[config.mk]
export PLATFORM = sky130hd
export DESIGN_NAME = asc_conv_ctrl
export DESIGN_NICKNAME = d
export VERILOG_FILES = /design/src/core/asc_pkg.sv /design/src/core/asc_ser_if.sv /design/src/core/asc_shifter.sv /design/src/core/asc_conv_ctrl.sv
export SDC_FILE = /design/constraint.sdc
export NUM_CORES = 1
export LEC_CHECK = 0
export ABC_AREA = 0
export BUFFER_PORTS_ARGS = -buffer_cell sky130_fd_sc_hd__buf_4
export CORE_MARGIN = 2
export CORE_UTILIZATION = 23
export CTS_CLUSTER_SIZE = 25
export DETAILED_ROUTE_END_ITERATION = 10
export GPL_ROUTABILITY_DRIVEN = 0
export PLACE_DENSITY = 0.42
export SLEW_MARGIN = 20
export SYNTH_ARGS = -nofsm -noshare
export SYNTH_HDL_FRONTEND = slang
export SYNTH_HIERARCHICAL = 1
export SYNTH_SLANG_ARGS = --single-unit
[constraint.sdc]
create_clock -name clock -period 2.3 [get_ports clock]
set_clock_uncertainty 0.2 [all_clocks]
set_input_delay 0.69 -clock clock [delete_from_list [all_inputs] [get_ports clock]]
set_output_delay 0.69 -clock clock [all_outputs]
set_load 0.005 [all_outputs]
[src/core/asc_pkg.sv]
// constants, state and mode types for the serial conversion control block
// assumes one clock (the conversion clock) and a synchronous active-low reset
//
// Functional notes
// - result shifts out serially, twelve bits, on clock
// - select low starts conversion, high stops it
// - two channel pins form a binary channel index
// - one-cycle strobe, data five cycles after fall
// - mode pins decode; first-high second-low disabled
// - single-shot halts after twelve bits, data low
// - single-shot result goes out msb first
// - continuous modes convert back to back while selected
// - lsb-first continuous; first bit twenty cycles after select
// - msb-first continuous mode sends msb first
// - after single-shot, data held low until deselect
`default_nettype none

package asc_pkg;

   // ----------------------------------------
   // sizes and timing in clock cycles
   // ----------------------------------------
   localparam int RES_BITS = 12;
   localparam int CNT_W = 4;
   localparam int SYNC_STAGES = 2;
   localparam int CS_TO_DATA_CYC = 20;
   localparam int STROBE_CYC = 1;
   localparam int GAP_CYC = 5;
   localparam int STROBE_TO_DATA_CYC = STROBE_CYC + GAP_CYC;
   // lead time after the synchronised select fall, so the pin sees twenty in total
   localparam logic [CNT_W-1:0] LEAD_INIT =
      CNT_W'(CS_TO_DATA_CYC - SYNC_STAGES - STROBE_TO_DATA_CYC - 1);
   localparam logic [CNT_W-1:0] GAP_INIT = CNT_W'(GAP_CYC - 1);
   localparam logic [CNT_W-1:0] BITS_LEFT_INIT = CNT_W'(RES_BITS - 1);
   localparam logic [CNT_W-1:0] LOAD_AT = 4'h1;
   localparam logic [CNT_W-1:0] CNT_ZERO = 4'h0;

   // ----------------------------------------
   // reset values
   // ----------------------------------------
   localparam logic [4:0] SYNC_RST = 5'h10;
   localparam logic [RES_BITS-1:0] WORD_RST = 12'h000;
   localparam logic [1:0] CHAN_RST = 2'h0;

   // ----------------------------------------
   // types
   // ----------------------------------------
   typedef enum logic [1:0]
   {
      ASC_MODE_SINGLE = 2'h0,
      ASC_MODE_CONT_LSB = 2'h1,
      ASC_MODE_BAD = 2'h2,
      ASC_MODE_CONT_MSB = 2'h3
   } asc_mode_t;

   typedef enum logic [5:0]
   {
      ASC_ST_IDLE = 6'h01,
      ASC_ST_LEAD = 6'h02,
      ASC_ST_STROBE = 6'h04,
      ASC_ST_GAP = 6'h08,
      ASC_ST_SHIFT = 6'h10,
      ASC_ST_HALT = 6'h20
   } asc_state_t;

endpackage : asc_pkg

`default_nettype wire

[src/core/asc_ser_if.sv]
// carrier between the sequencer and the result shifter
// assumes both ends share the conversion clock
`default_nettype none

interface asc_ser_if;
   import asc_pkg::*;
   logic load;
   logic shift;
   logic lsb_first;
   logic [RES_BITS-1:0] word;
   logic bit_out;

   modport seq
   (
      output load,
      output shift,
      output lsb_first,
      output word,
      input bit_out
   );

   modport shifter
   (
      input load,
      input shift,
      input lsb_first,
      input word,
      output bit_out
   );
endinterface : asc_ser_if

`default_nettype wire

[src/core/asc_shifter.sv]
// result shift register, msb-first or lsb-first
// assumes load and shift come from the sequencer on the same clock
`default_nettype none

module asc_shifter
(
   input wire logic clock,
   input wire logic rst_b,
   asc_ser_if.shifter ser
);
   import asc_pkg::*;

   logic [RES_BITS-1:0] sh_r;

   // ----------------------------------------
   // shift register
   // ----------------------------------------
   always_ff @(posedge clock)
   begin
      if (!rst_b)
      begin
         sh_r <= WORD_RST;
      end
      else if (ser.load)
      begin
         sh_r <= ser.word;
      end
      else if (ser.shift)
      begin
         sh_r <= ser.lsb_first ? (sh_r >> 1) : (sh_r << 1);
      end
   end

   assign ser.bit_out = ser.lsb_first ? sh_r[0] : sh_r[RES_BITS-1];

endmodule // asc_shifter

`default_nettype wire

[src/core/asc_conv_ctrl.sv]
// serial conversion control: select handling, mode decode, strobe and data out
// assumes cs_b, channel and mode pins are asynchronous; conv_result is on this clock
`default_nettype none

module asc_conv_ctrl
(
   input wire logic clock,
   input wire logic rst_b,
   input wire logic cs_b,
   input wire logic chan_sel_lo,
   input wire logic chan_sel_hi,
   input wire logic mode_sel_a,
   input wire logic mode_sel_b,
   input wire logic [asc_pkg::RES_BITS-1:0] conv_result,
   output logic data_out,
   output logic data_oe,
   output logic sample_strobe,
   output logic sample_strobe_oe,
   output logic [1:0] chan_index
);
   import asc_pkg::*;

   asc_ser_if ser ();

   logic [4:0] sync1_r;
   logic [4:0] sync2_r;
   logic cs_low;
   asc_mode_t mode_pins;
   asc_state_t state_r;
   asc_state_t state_nxt;
   logic [CNT_W-1:0] cnt_r;
   logic [CNT_W-1:0] cnt_nxt;
   asc_mode_t mode_r;
   logic data_r;
   logic strobe_r;
   logic oe_r;
   logic [1:0] chan_r;
   logic emit;

   asc_shifter u_shifter
   (
      .clock(clock),
      .rst_b(rst_b),
      .ser(ser)
   );

   // ----------------------------------------
   // pin synchronisers
   // ----------------------------------------
   always_ff @(posedge clock)
   begin
      if (!rst_b)
      begin
         sync1_r <= SYNC_RST;
         sync2_r <= SYNC_RST;
      end
      else
      begin
         sync1_r <= {cs_b, chan_sel_hi, chan_sel_lo, mode_sel_a, mode_sel_b};
         sync2_r <= sync1_r;
      end
   end

   assign cs_low = !sync2_r[4];
   assign mode_pins = asc_mode_t'(sync2_r[1:0]);

   // ----------------------------------------
   // sequencer
   // ----------------------------------------
   always_comb
   begin
      state_nxt = state_r;
      cnt_nxt = cnt_r;
      emit = 1'b0;
      case (state_r)
         ASC_ST_IDLE:
         begin
            // the disabled pin code never starts a conversion
            if (cs_low && mode_pins != ASC_MODE_BAD)
            begin
               state_nxt = ASC_ST_LEAD;
               cnt_nxt = LEAD_INIT;
            end
         end
         ASC_ST_LEAD:
         begin
            cnt_nxt = cnt_r - 4'h1;
            if (cnt_r == CNT_ZERO)
            begin
               state_nxt = ASC_ST_STROBE;
            end
         end
         ASC_ST_STROBE:
         begin
            state_nxt = ASC_ST_GAP;
            cnt_nxt = GAP_INIT;
         end
         ASC_ST_GAP:
         begin
            cnt_nxt = cnt_r - 4'h1;
            if (cnt_r == CNT_ZERO)
            begin
               emit = 1'b1;
               state_nxt = ASC_ST_SHIFT;
               cnt_nxt = BITS_LEFT_INIT;
            end
         end
         ASC_ST_SHIFT:
         begin
            if (cnt_r != CNT_ZERO)
            begin
               emit = 1'b1;
               cnt_nxt = cnt_r - 4'h1;
            end
            else if (mode_r == ASC_MODE_SINGLE)
            begin
               state_nxt = ASC_ST_HALT;
            end
            else
            begin
               state_nxt = ASC_ST_STROBE;
            end
         end
         ASC_ST_HALT:
         begin
            state_nxt = ASC_ST_HALT;
         end
         default:
         begin
            state_nxt = ASC_ST_IDLE;
         end
      endcase
      // deselect always wins and restarts the sequence from idle
      if (!cs_low)
      begin
         state_nxt = ASC_ST_IDLE;
         cnt_nxt = CNT_ZERO;
      end
   end

   always_ff @(posedge clock)
   begin
      if (!rst_b)
      begin
         state_r <= ASC_ST_IDLE;
         cnt_r <= CNT_ZERO;
      end
      else
      begin
         state_r <= state_nxt;
         cnt_r <= cnt_nxt;
      end
   end

   // ----------------------------------------
   // mode capture
   // ----------------------------------------
   // caught on every idle cycle, last as the conversion starts; later pin changes are ignored until deselect
   always_ff @(posedge clock)
   begin
      if (!rst_b)
      begin
         mode_r <= ASC_MODE_SINGLE;
      end
      else if (state_r == ASC_ST_IDLE)
      begin
         mode_r <= mode_pins;
      end
   end

   // ----------------------------------------
   // channel capture
   // ----------------------------------------
   // latched as the strobe rises, so a change made earlier applies to this sample
   always_ff @(posedge clock)
   begin
      if (!rst_b)
      begin
         chan_r <= CHAN_RST;
      end
      else if (state_nxt == ASC_ST_STROBE && state_r != ASC_ST_STROBE)
      begin
         chan_r <= sync2_r[3:2];
      end
   end

   // ----------------------------------------
   // shifter control
   // ----------------------------------------
   // the result must be settled by the analog side within the gap after the strobe
   assign ser.load = (state_r == ASC_ST_GAP) && (cnt_r == LOAD_AT) && cs_low;
   assign ser.shift = emit && cs_low;
   assign ser.word = conv_result;
   assign ser.lsb_first = (mode_r == ASC_MODE_CONT_LSB);

   // ----------------------------------------
   // pin outputs
   // ----------------------------------------
   always_ff @(posedge clock)
   begin
      if (!rst_b)
      begin
         data_r <= 1'b0;
         strobe_r <= 1'b0;
         oe_r <= 1'b0;
      end
      else
      begin
         oe_r <= cs_low;
         strobe_r <= (state_nxt == ASC_ST_STROBE) && (state_r != ASC_ST_STROBE);
         if (ser.shift)
         begin
            data_r <= ser.bit_out;
         end
         else if (state_nxt != ASC_ST_SHIFT)
         begin
            data_r <= 1'b0;
         end
      end
   end

   assign data_out = data_r;
   assign data_oe = oe_r;
   assign sample_strobe = strobe_r;
   assign sample_strobe_oe = oe_r;
   assign chan_index = chan_r;

endmodule // asc_conv_ctrl

`default_nettype wire

==> results by group, run 1 <==
Critical path
  – Worst EP arrival: 2130 ps
  – CP Launch Type: flip-flop
  – Critical Path Fanout Max: 14
  – CP max-delay cell: or4_4
  – Bufs and invs on worst path: 1
  – CP Cell Sequence: or4_4, nand2b_4, and4bb_2, buf_4, nand2b_1, o221ai_1
  – Worst setup EP type: flip-flop
  – Largest delay share family, worst path: simple AND/OR/NAND/NOR gates
  – Crit path kind: reg2reg
  – Max incr delay on CP: 530 ps
  – CP required: 2280 ps

Clock tree
  – Worst-Skew Late Latency: 290 ps
  – CTS buffer count: 5
  – Worst-path clk slew: 80 ps
  – CTS tree: built
  – Clock Path Buffers: 2
  – Root buf cell: clkbuf_8
  – H-tree levels: 2
  – CTS sink cnt: 39
  – Post-CTS Setup Bufs: 0

GRT
  – Gr ovfl total: 0
  – First-pass GRT wire length: 7830 um
  – GR Util All Layers: 10.9%
  – Vias in the first global route: 1575
  – Initial antenna violation count: 0
  – Largest net degree at the start of global routing: 20

Die
  – Initial Utilization: 23.7%
  – Die H: 95.8 um
  – Rows: 33
  – Ports: 25
  – Core ar.: 0.00818 mm^2
  – Die Wd: 95.8 um
  – Die Area: 0.00918 mm^2

Pwr
  – LEAKAGE: 0.950 nW
  – Clk pwr share: 42.8%
  – PD cells: 540 mW/mm^2
  – Int Pwr: 0.00104 W
  – Peak VDD IR: 0.232 mV
  – Net Sw Frac: 21.6%
  – Switching pwr: 0.000287 W
  – Combinational group share of total power: 5.2%
  – Sequential share of power: 52.0%

Placement
  – HPWL Detailed: 3450 um
  – Placed cells: 346
  – Pre-CTS setup slack: -32.6 ps
  – Port Buffers: 24

STA
  – Fmax: 463 MHz
  – Setup_tns: 0 ps
  – Crit path time final: 2160 ps
  – RSZ-0062 raised after global routing: false
  – Final setup vio count: 0
  – Final Max Tran Viols: 0
  – Slew @ Worst Pin: 520 ps
  – Max_slew headroom: 65.2%
  – Final worst path period share: 93.8%
  – Min Hold Slack: 214 ps
  – Final hold violations: 0
  – Post-route setup slack: 142 ps

Logic synthesis
  – Synth Cell Area: 0.00194 mm^2
  – Mapped Nets: 229
  – Netlist cell types: 49
  – FF+latch count, synth: 39
  – Mean Syn Cell Area: 9.37 um^2
  – Post-synthesis sequential area ratio: 40.3%
  – Yosys warnings: 6
  – EDFF count, synth: 0
  – Synth Instances: 207
  – FFs w/ async S/R, synth: 0%
  – Top FF cell, synth: dfxtp_1

Hold path
  – Worst min path class: reg2reg

Detailed routing
  – Number of remaining DRC errors: 0
  – Met1 wire length: 2360 um
  – 1st-iter DRT viols: 103
  – Via-to-Cell Ratio: 4.68
  – WL met2: 2020 um
  – Drt pass-1 iters: 4
  – Top Metal Used: met4
  – Detail Route met3 WL: 149 um
  – Routed WL: 4610 um
  – Wire length per cell: 13.1 um
  – Via count: 1651
  – Routed Antenna Nets: 0

Finish
  – Non-Filler Instances: 353
  – Fillers: 879
  – Multi-input gate area: 0.00108 mm^2
  – Total Nets Final: 270
  – FF/Latch Area: 781 um^2
  – Diode count: 0
  – Most common cell after layout, fill and taps aside: buf_4
  – Final Core Density: 30.1%
  – P&R area growth vs syn: 26.8%
  – Layout cell share with drive strength beyond 1: 27.4%
  – Leading cell types in the layout, fill and taps excluded: buf_4, dfxtp_1, nand2b_1

Job
  – Number of max-cap violations: 0

Status
  – Status: finished, final reports clean
[power by group through the flow]
stage | combinational [W] | clock [W] | sequential [W]
CTS | 0.0000692 | 0.000596 | 0.000690
global route | 0.0000765 | 0.000624 | 0.000691
floorplan | 0.0000319 | 0 | 0.000704
global placement | 0.0000690 | 0 | 0.000705
detailed placement | 0.0000689 | 0 | 0.000706
finish | 0.0000688 | 0.000569 | 0.000690
[repair_timing]
action / in CTS / in global routing
gates resized for setup: 1 / 3
hold buffers: 0 / 0
setup endpoints to repair: 10 / 13
[synth_stat cells (all sizes together), types with 2 or more instances]
cell type	number	area share, %
mux2i	12	6.2
o221ai	11	5.0
clkbuf	2	0.39
nor3b	4	1.5
nor2	15	2.9
inv	5	0.97
a211o	2	0.90
dfxtp	39	40
ha	3	1.9
nand3	13	3.4
or2	2	0.65
o311a	2	1.0
nor2b	10	3.4
nand3b	2	0.97
o21ai	4	1.0
xor2	3	1.4
buf	9	3.5
o211ai	2	1.0
nand2	7	1.4
nand2b	18	6.2
a221oi	3	1.4
and2	8	2.6
a21oi	8	2.1
nor4	2	0.97
nor3	4	1.0
[kinds of logic after synthesis]
kind of cell             count (synthesis)  synth area share, %
AND/OR/NAND/NOR                         95                 29.4
buffers and inverters                   16                 4.90
flip-flops                              39                 40.3
AO/OA/AOI/OAI                           38                 15.4
multiplexers                            13                 6.77
XOR/XNOR                                 3                 1.36
adder cells (fa/ha/maj)                  3                 1.94
[per-layer routing]
metal / vias up / global-route usage [%]
li1: 831 / -
met5: - / 0
met3: 7 / 2.35
met4: 0 / 3.81
met2: 34 / 16.5
met1: 779 / 15.3
[flip-flops by register name, indices dropped and copies added (netlist names)]
register        cells
u_shifter/sh_r     12
state_r             6
sync1_r             5
sync2_r             5
cnt_r               4
chan_index          2
mode_r              2
data_oe             1
data_out            1
sample_strobe       1
[stage by stage]
| stage | cell area (um^2) | total power (W) |
|---|---|---|
| finish | 2460 | 0.00133 |
| global route | 2460 | 0.00139 |
| detailed placement | 2330 | 0.000774 |
| global placement | 2330 | 0.000774 |
| floorplan | 1940 | 0.000736 |
| CTS | 2440 | 0.00135 |
[worst register-to-register path, delay by kind of cell, from the launching register on]
family                 cells  cell delay, ps
AOI/OAI and AO/OA          1             110
DFF                        1             310
and+or+nand+nor            4            1200
buffers and inverters      1             220
[path summary, 6_finish.rpt]
kind,cells after the start,slack [ps],startpoint,endpoint
worst max-delay path,6,140,state_r[5],u_shifter/sh_r[5]
worst min-delay path,1,210,sync1_r[4],sync2_r[4]
worst max register to register,6,140,state_r[5],u_shifter/sh_r[5]
worst min register to register,1,210,sync1_r[4],sync2_r[4]
[final cells by class]
class                           count  share of cell area, %
Inverter                            5                  0.763
Tap cell                          105                   5.34
Clock buffer                        5                   2.80
Clock inverter                      2                   1.53
Multi-Input combinational cell    152                   44.1
Timing Repair Buffer               45                   13.7
Sequential cell                    39                   31.7
No activity file was read; power rests on OpenSTA's default activity.
==> inputs of run 2 (changes only) <==
--- a/config.mk
+++ b/config.mk
@@ -16,5 +16,4 @@
 export SLEW_MARGIN = 20
 export SYNTH_ARGS = -nofsm -noshare
 export SYNTH_HDL_FRONTEND = slang
-export SYNTH_HIERARCHICAL = 1
 export SYNTH_SLANG_ARGS = --single-unit
==> run 2 against run 1 <==
  * Clock-buffer cell count unchanged
  * Critical path type unchanged
  * Sequential power about the same
  * Clock power increased by 5.3%
  * Die area increased by 0.13%
  * Combinational power decreased by 5.1%
  * Non-clock buffer count decreased by 12
  * Synthesized cell count increased by 4.8%
==> results by group, run 2 <==
Clock tree
  – Worst-path clk slew: 90 ps (about the same)
  – CTS tree: built
  – Post-cts repair resize count: 0 (-1)
  – CTS buffer count: 5 (unchanged)
  – Clock Path Buffers: 2 (unchanged)
  – Root buf cell: clkbuf_8
  – Worst-Skew Late Latency: 290 ps (about the same)
  – CTS sink cnt: 39 (unchanged)
  – H-tree levels: 2 (unchanged)

Detailed routing
  – Routed WL: 4400 um (-4.6%)
  – 1st-iter DRT viols: 62 (-40%)
  – Via count: 1586 (-3.9%)
  – Drt pass-1 iters: 4 (unchanged)
  – Number of remaining DRC errors: 0 (unchanged)
  – Routed Antenna Nets: 0 (unchanged)
  – Wire length per cell: 12.6 um (-3.5%)
  – Via-to-Cell Ratio: 4.54 (-2.8%)

Logic synthesis
  – EDFF count, synth: 0 (unchanged)
  – FFs w/ async S/R, synth: 0% (unchanged)
  – Netlist cell types: 48 (-2.0%)
  – Synth Instances: 217 (+4.8%)
  – Top-count cell post-synth: dfxtp_1
  – Mean Syn Cell Area: 8.95 um^2 (-4.5%)
  – Mapped Nets: 239 (+4.4%)
  – Share of the synthesized area in the top cell type: 40.2% (-0.052 points)
  – Top FF cell, synth: dfxtp_1
  – Yosys warnings: 0 (-6)
  – Post-synthesis sequential area ratio: 40.2% (-0.052 points)
  – Yosys top cell by area: dfxtp_1
  – Largest cells by area after synthesis: dfxtp_1, mux2i_1, nand2_1, o21ai_0, and2_1
  – Synth Cell Area: 0.00194 mm^2 (+0.13%)
  – FF+latch count, synth: 39 (unchanged)
  – Commonest cells post-synth: dfxtp_1, nand2_1, mux2i_1

Critical path
  – Critical Path Fanout Max: 11 (-3)
  – CP Launch Type: flip-flop
  – R2R setup slack: 150 ps (about the same)
  – Crit path kind: reg2reg
  – Worst EP arrival: 2140 ps (about the same)
  – Worst reg2reg path endpoint: cnt_r[2]
  – Worst r2r src: state_r[1]
  – Worst Reg-to-Reg Cells: 6 (unchanged)
  – CP required: 2300 ps (+20 ps)
  – Worst setup EP type: flip-flop

STA
  – Final Max Tran Viols: 0 (unchanged)
  – Final hold violations: 0 (unchanged)
  – Crit path time final: 2150 ps (-9.81 ps)
  – Min Hold Slack: 212 ps (-1.99 ps)
  – Final setup vio count: 0 (unchanged)
  – Slew @ Worst Pin: 520 ps (+0.498 ps)
  – Fmax: 466 MHz (+0.46%)
  – Setup_tns: 0 ps (unchanged)
  – Max_slew headroom: 65.3% (+0.072 points)
  – Final worst path period share: 93.4% (-0.43 points)
  – RSZ-0062 raised after global routing: false

GRT
  – Gr ovfl total: 0 (unchanged)
  – GR Util All Layers: 10.2% (-0.70 points)
  – Initial antenna violation count: 0 (unchanged)
  – Largest net degree at the start of global routing: 30 (+50%)
  – Vias in the first global route: 1504 (-4.5%)
  – First-pass GRT wire length: 7310 um (-6.6%)

Placement
  – Area post-placement: 0.00223 mm^2 (-4.3%)
  – Port Buffers: 24 (unchanged)
  – HPWL Detailed: 3090 um (-10%)
  – Placed cells: 339 (-2.0%)

Die
  – Core ar.: 0.00822 mm^2 (+0.51%)
  – Die Area: 0.00919 mm^2 (+0.13%)
  – Rows: 33 (unchanged)
  – Die H: 95.9 um (about the same)
  – Initial Utilization: 23.6% (-0.089 points)
  – Die Wd: 95.9 um (about the same)
  – Ports: 25 (unchanged)

Hold path
  – Hold_sp: sync1_r[4]
  – Worst min path class: reg2reg
  – Hold Path End: sync2_r[4]
  – Hold Path Depth: 1 (unchanged)

Finish
  – Biggest register: u_shifter.sh_r
  – Leading cell types in the layout, fill and taps excluded: dfxtp_1, buf_4, nand2_1
  – Cell area after layout: 0.00236 mm^2 (-4.0%)
  – Top flop regs: u_shifter.sh_r x12, state_r x6
  – Total Nets Final: 265 (-1.9%)
  – Fillers: 876 (-0.34%)
  – Layout cell share with drive strength beyond 1: 22.1% (-5.3 points)
  – Non-Filler Instances: 349 (-1.1%)
  – Max reg flops: 12 (unchanged)
  – Most common cell after layout, fill and taps aside: dfxtp_1
  – P&R area growth vs syn: 21.6%
  – Diode count: 0 (unchanged)
  – Final Core Density: 28.7% (-1.3 points)

Pwr
  – PD cells: 573 mW/mm^2 (+6.3%)
  – Sequential share of power: 50.9% (-1.1 points)
  – Switching pwr: 0.000304 W (+5.8%)
  – Int Pwr: 0.00105 W (+1.0%)
  – Combinational group share of total power: 4.8% (-0.4 points)
  – LEAKAGE: 0.891 nW (-6.2%)
  – Clk pwr share: 44.2% (+1.4 points)
  – Net Sw Frac: 22.4% (+0.79 points)
  – Peak VDD IR: 0.262 mV (+13%)

Status
  – Status: finished, final reports clean

Job
  – Number of max-cap violations: 0 (unchanged)
==> run 2: cell types whose count changed after synthesis, sizes merged, moves of 4 or more <==
cell | before | now
o22ai | 1 | 10
clkbuf | 2 | 6
o21ai | 4 | 15
nand3 | 13 | 3
mux2i | 12 | 16
nor2 | 15 | 11
nor4b | 0 | 4
nand2 | 7 | 26
nand2b | 18 | 3
o221ai | 11 | 0
==> run 2: critical path, stage by stage (launching register included) <==
cell     delay [ps]
dfxtp_1         660
nor2b_2         110
o311a_1         360
o31ai_4         380
buf_4           180
a21oi_1          30
o32ai_1         130
==> run 2: repair_timing <==
item,in CTS,in global routing
endpoints found under the setup margin,0,3
setup buffers,0,2
hold buffers,0,0
endpoints found under the hold margin,0,0
==> run 2: layer usage <==
metal | part of all wire, % | global-route usage [%]
met5 | 0 | 0
met4 | 1.3 | 4.29
met3 | 4.5 | 2.82
met2 | 45 | 15.4
met1 | 49 | 13.6
==> run 2: worst max-delay path by stage <==
stage,start,to,cells after the start
2_1_floorplan,cnt_r[0],cnt_r[0],7
3_3_place_gp,cnt_r[0],cnt_r[1],7
3_5_place_dp,cnt_r[0],cnt_r[1],7
4_1_cts,cnt_r[0],cnt_r[1],7
5_1_grt,cnt_r[0],cnt_r[1],7
6_report,state_r[1],cnt_r[2],6
==> run 2: kinds of logic after synthesis <==
kind of cell	after synthesis	synth area share [%]
compound gates	50	17.2
xor+xnor	1	0.451
fa+ha+maj	3	1.93
buf+inv	18	4.57
flops	39	40.2
mux	16	8.25
simple gates	90	27.4
==> run 2: metrics by stage <==
| step | total power (W) | setup WS (ps) |
|---|---|---|
| 2_1_floorplan | 0.000737 | 279 |
| 3_3_place_gp | 0.000771 | 131 |
| 3_5_place_dp | 0.000770 | 90.7 |
| 4_1_cts | 0.00138 | 61.7 |
| 5_1_grt | 0.00141 | 25.8 |
| 6_report | 0.00135 | 152 |
==> run 2: area by class of cell <==
| cell class | count | area (um^2) | area share [%] |
|---|---|---|---|
| Multi-Input combinational cell | 160 | 1070 | 45.4 |
| Inverter | 4 | 15.0 | 0.636 |
| Sequential cell | 39 | 781 | 33.1 |
| Timing Repair Buffer | 33 | 248 | 10.5 |
| Clock inverter | 3 | 46.3 | 1.96 |
| Tap cell | 105 | 131 | 5.56 |
| Clock buffer | 5 | 68.8 | 2.91 |
==> run 2: power groups by stage <==
stage / registers [W] / logic, W / clock network [W]
after detailed placement: 0.000706 / 0.0000637 / 0
after CTS: 0.000691 / 0.0000639 / 0.000625
after global routing: 0.000692 / 0.0000720 / 0.000644
final: 0.000690 / 0.0000653 / 0.000599
after global placement: 0.000706 / 0.0000644 / 0
after floorplan: 0.000704 / 0.0000324 / 0
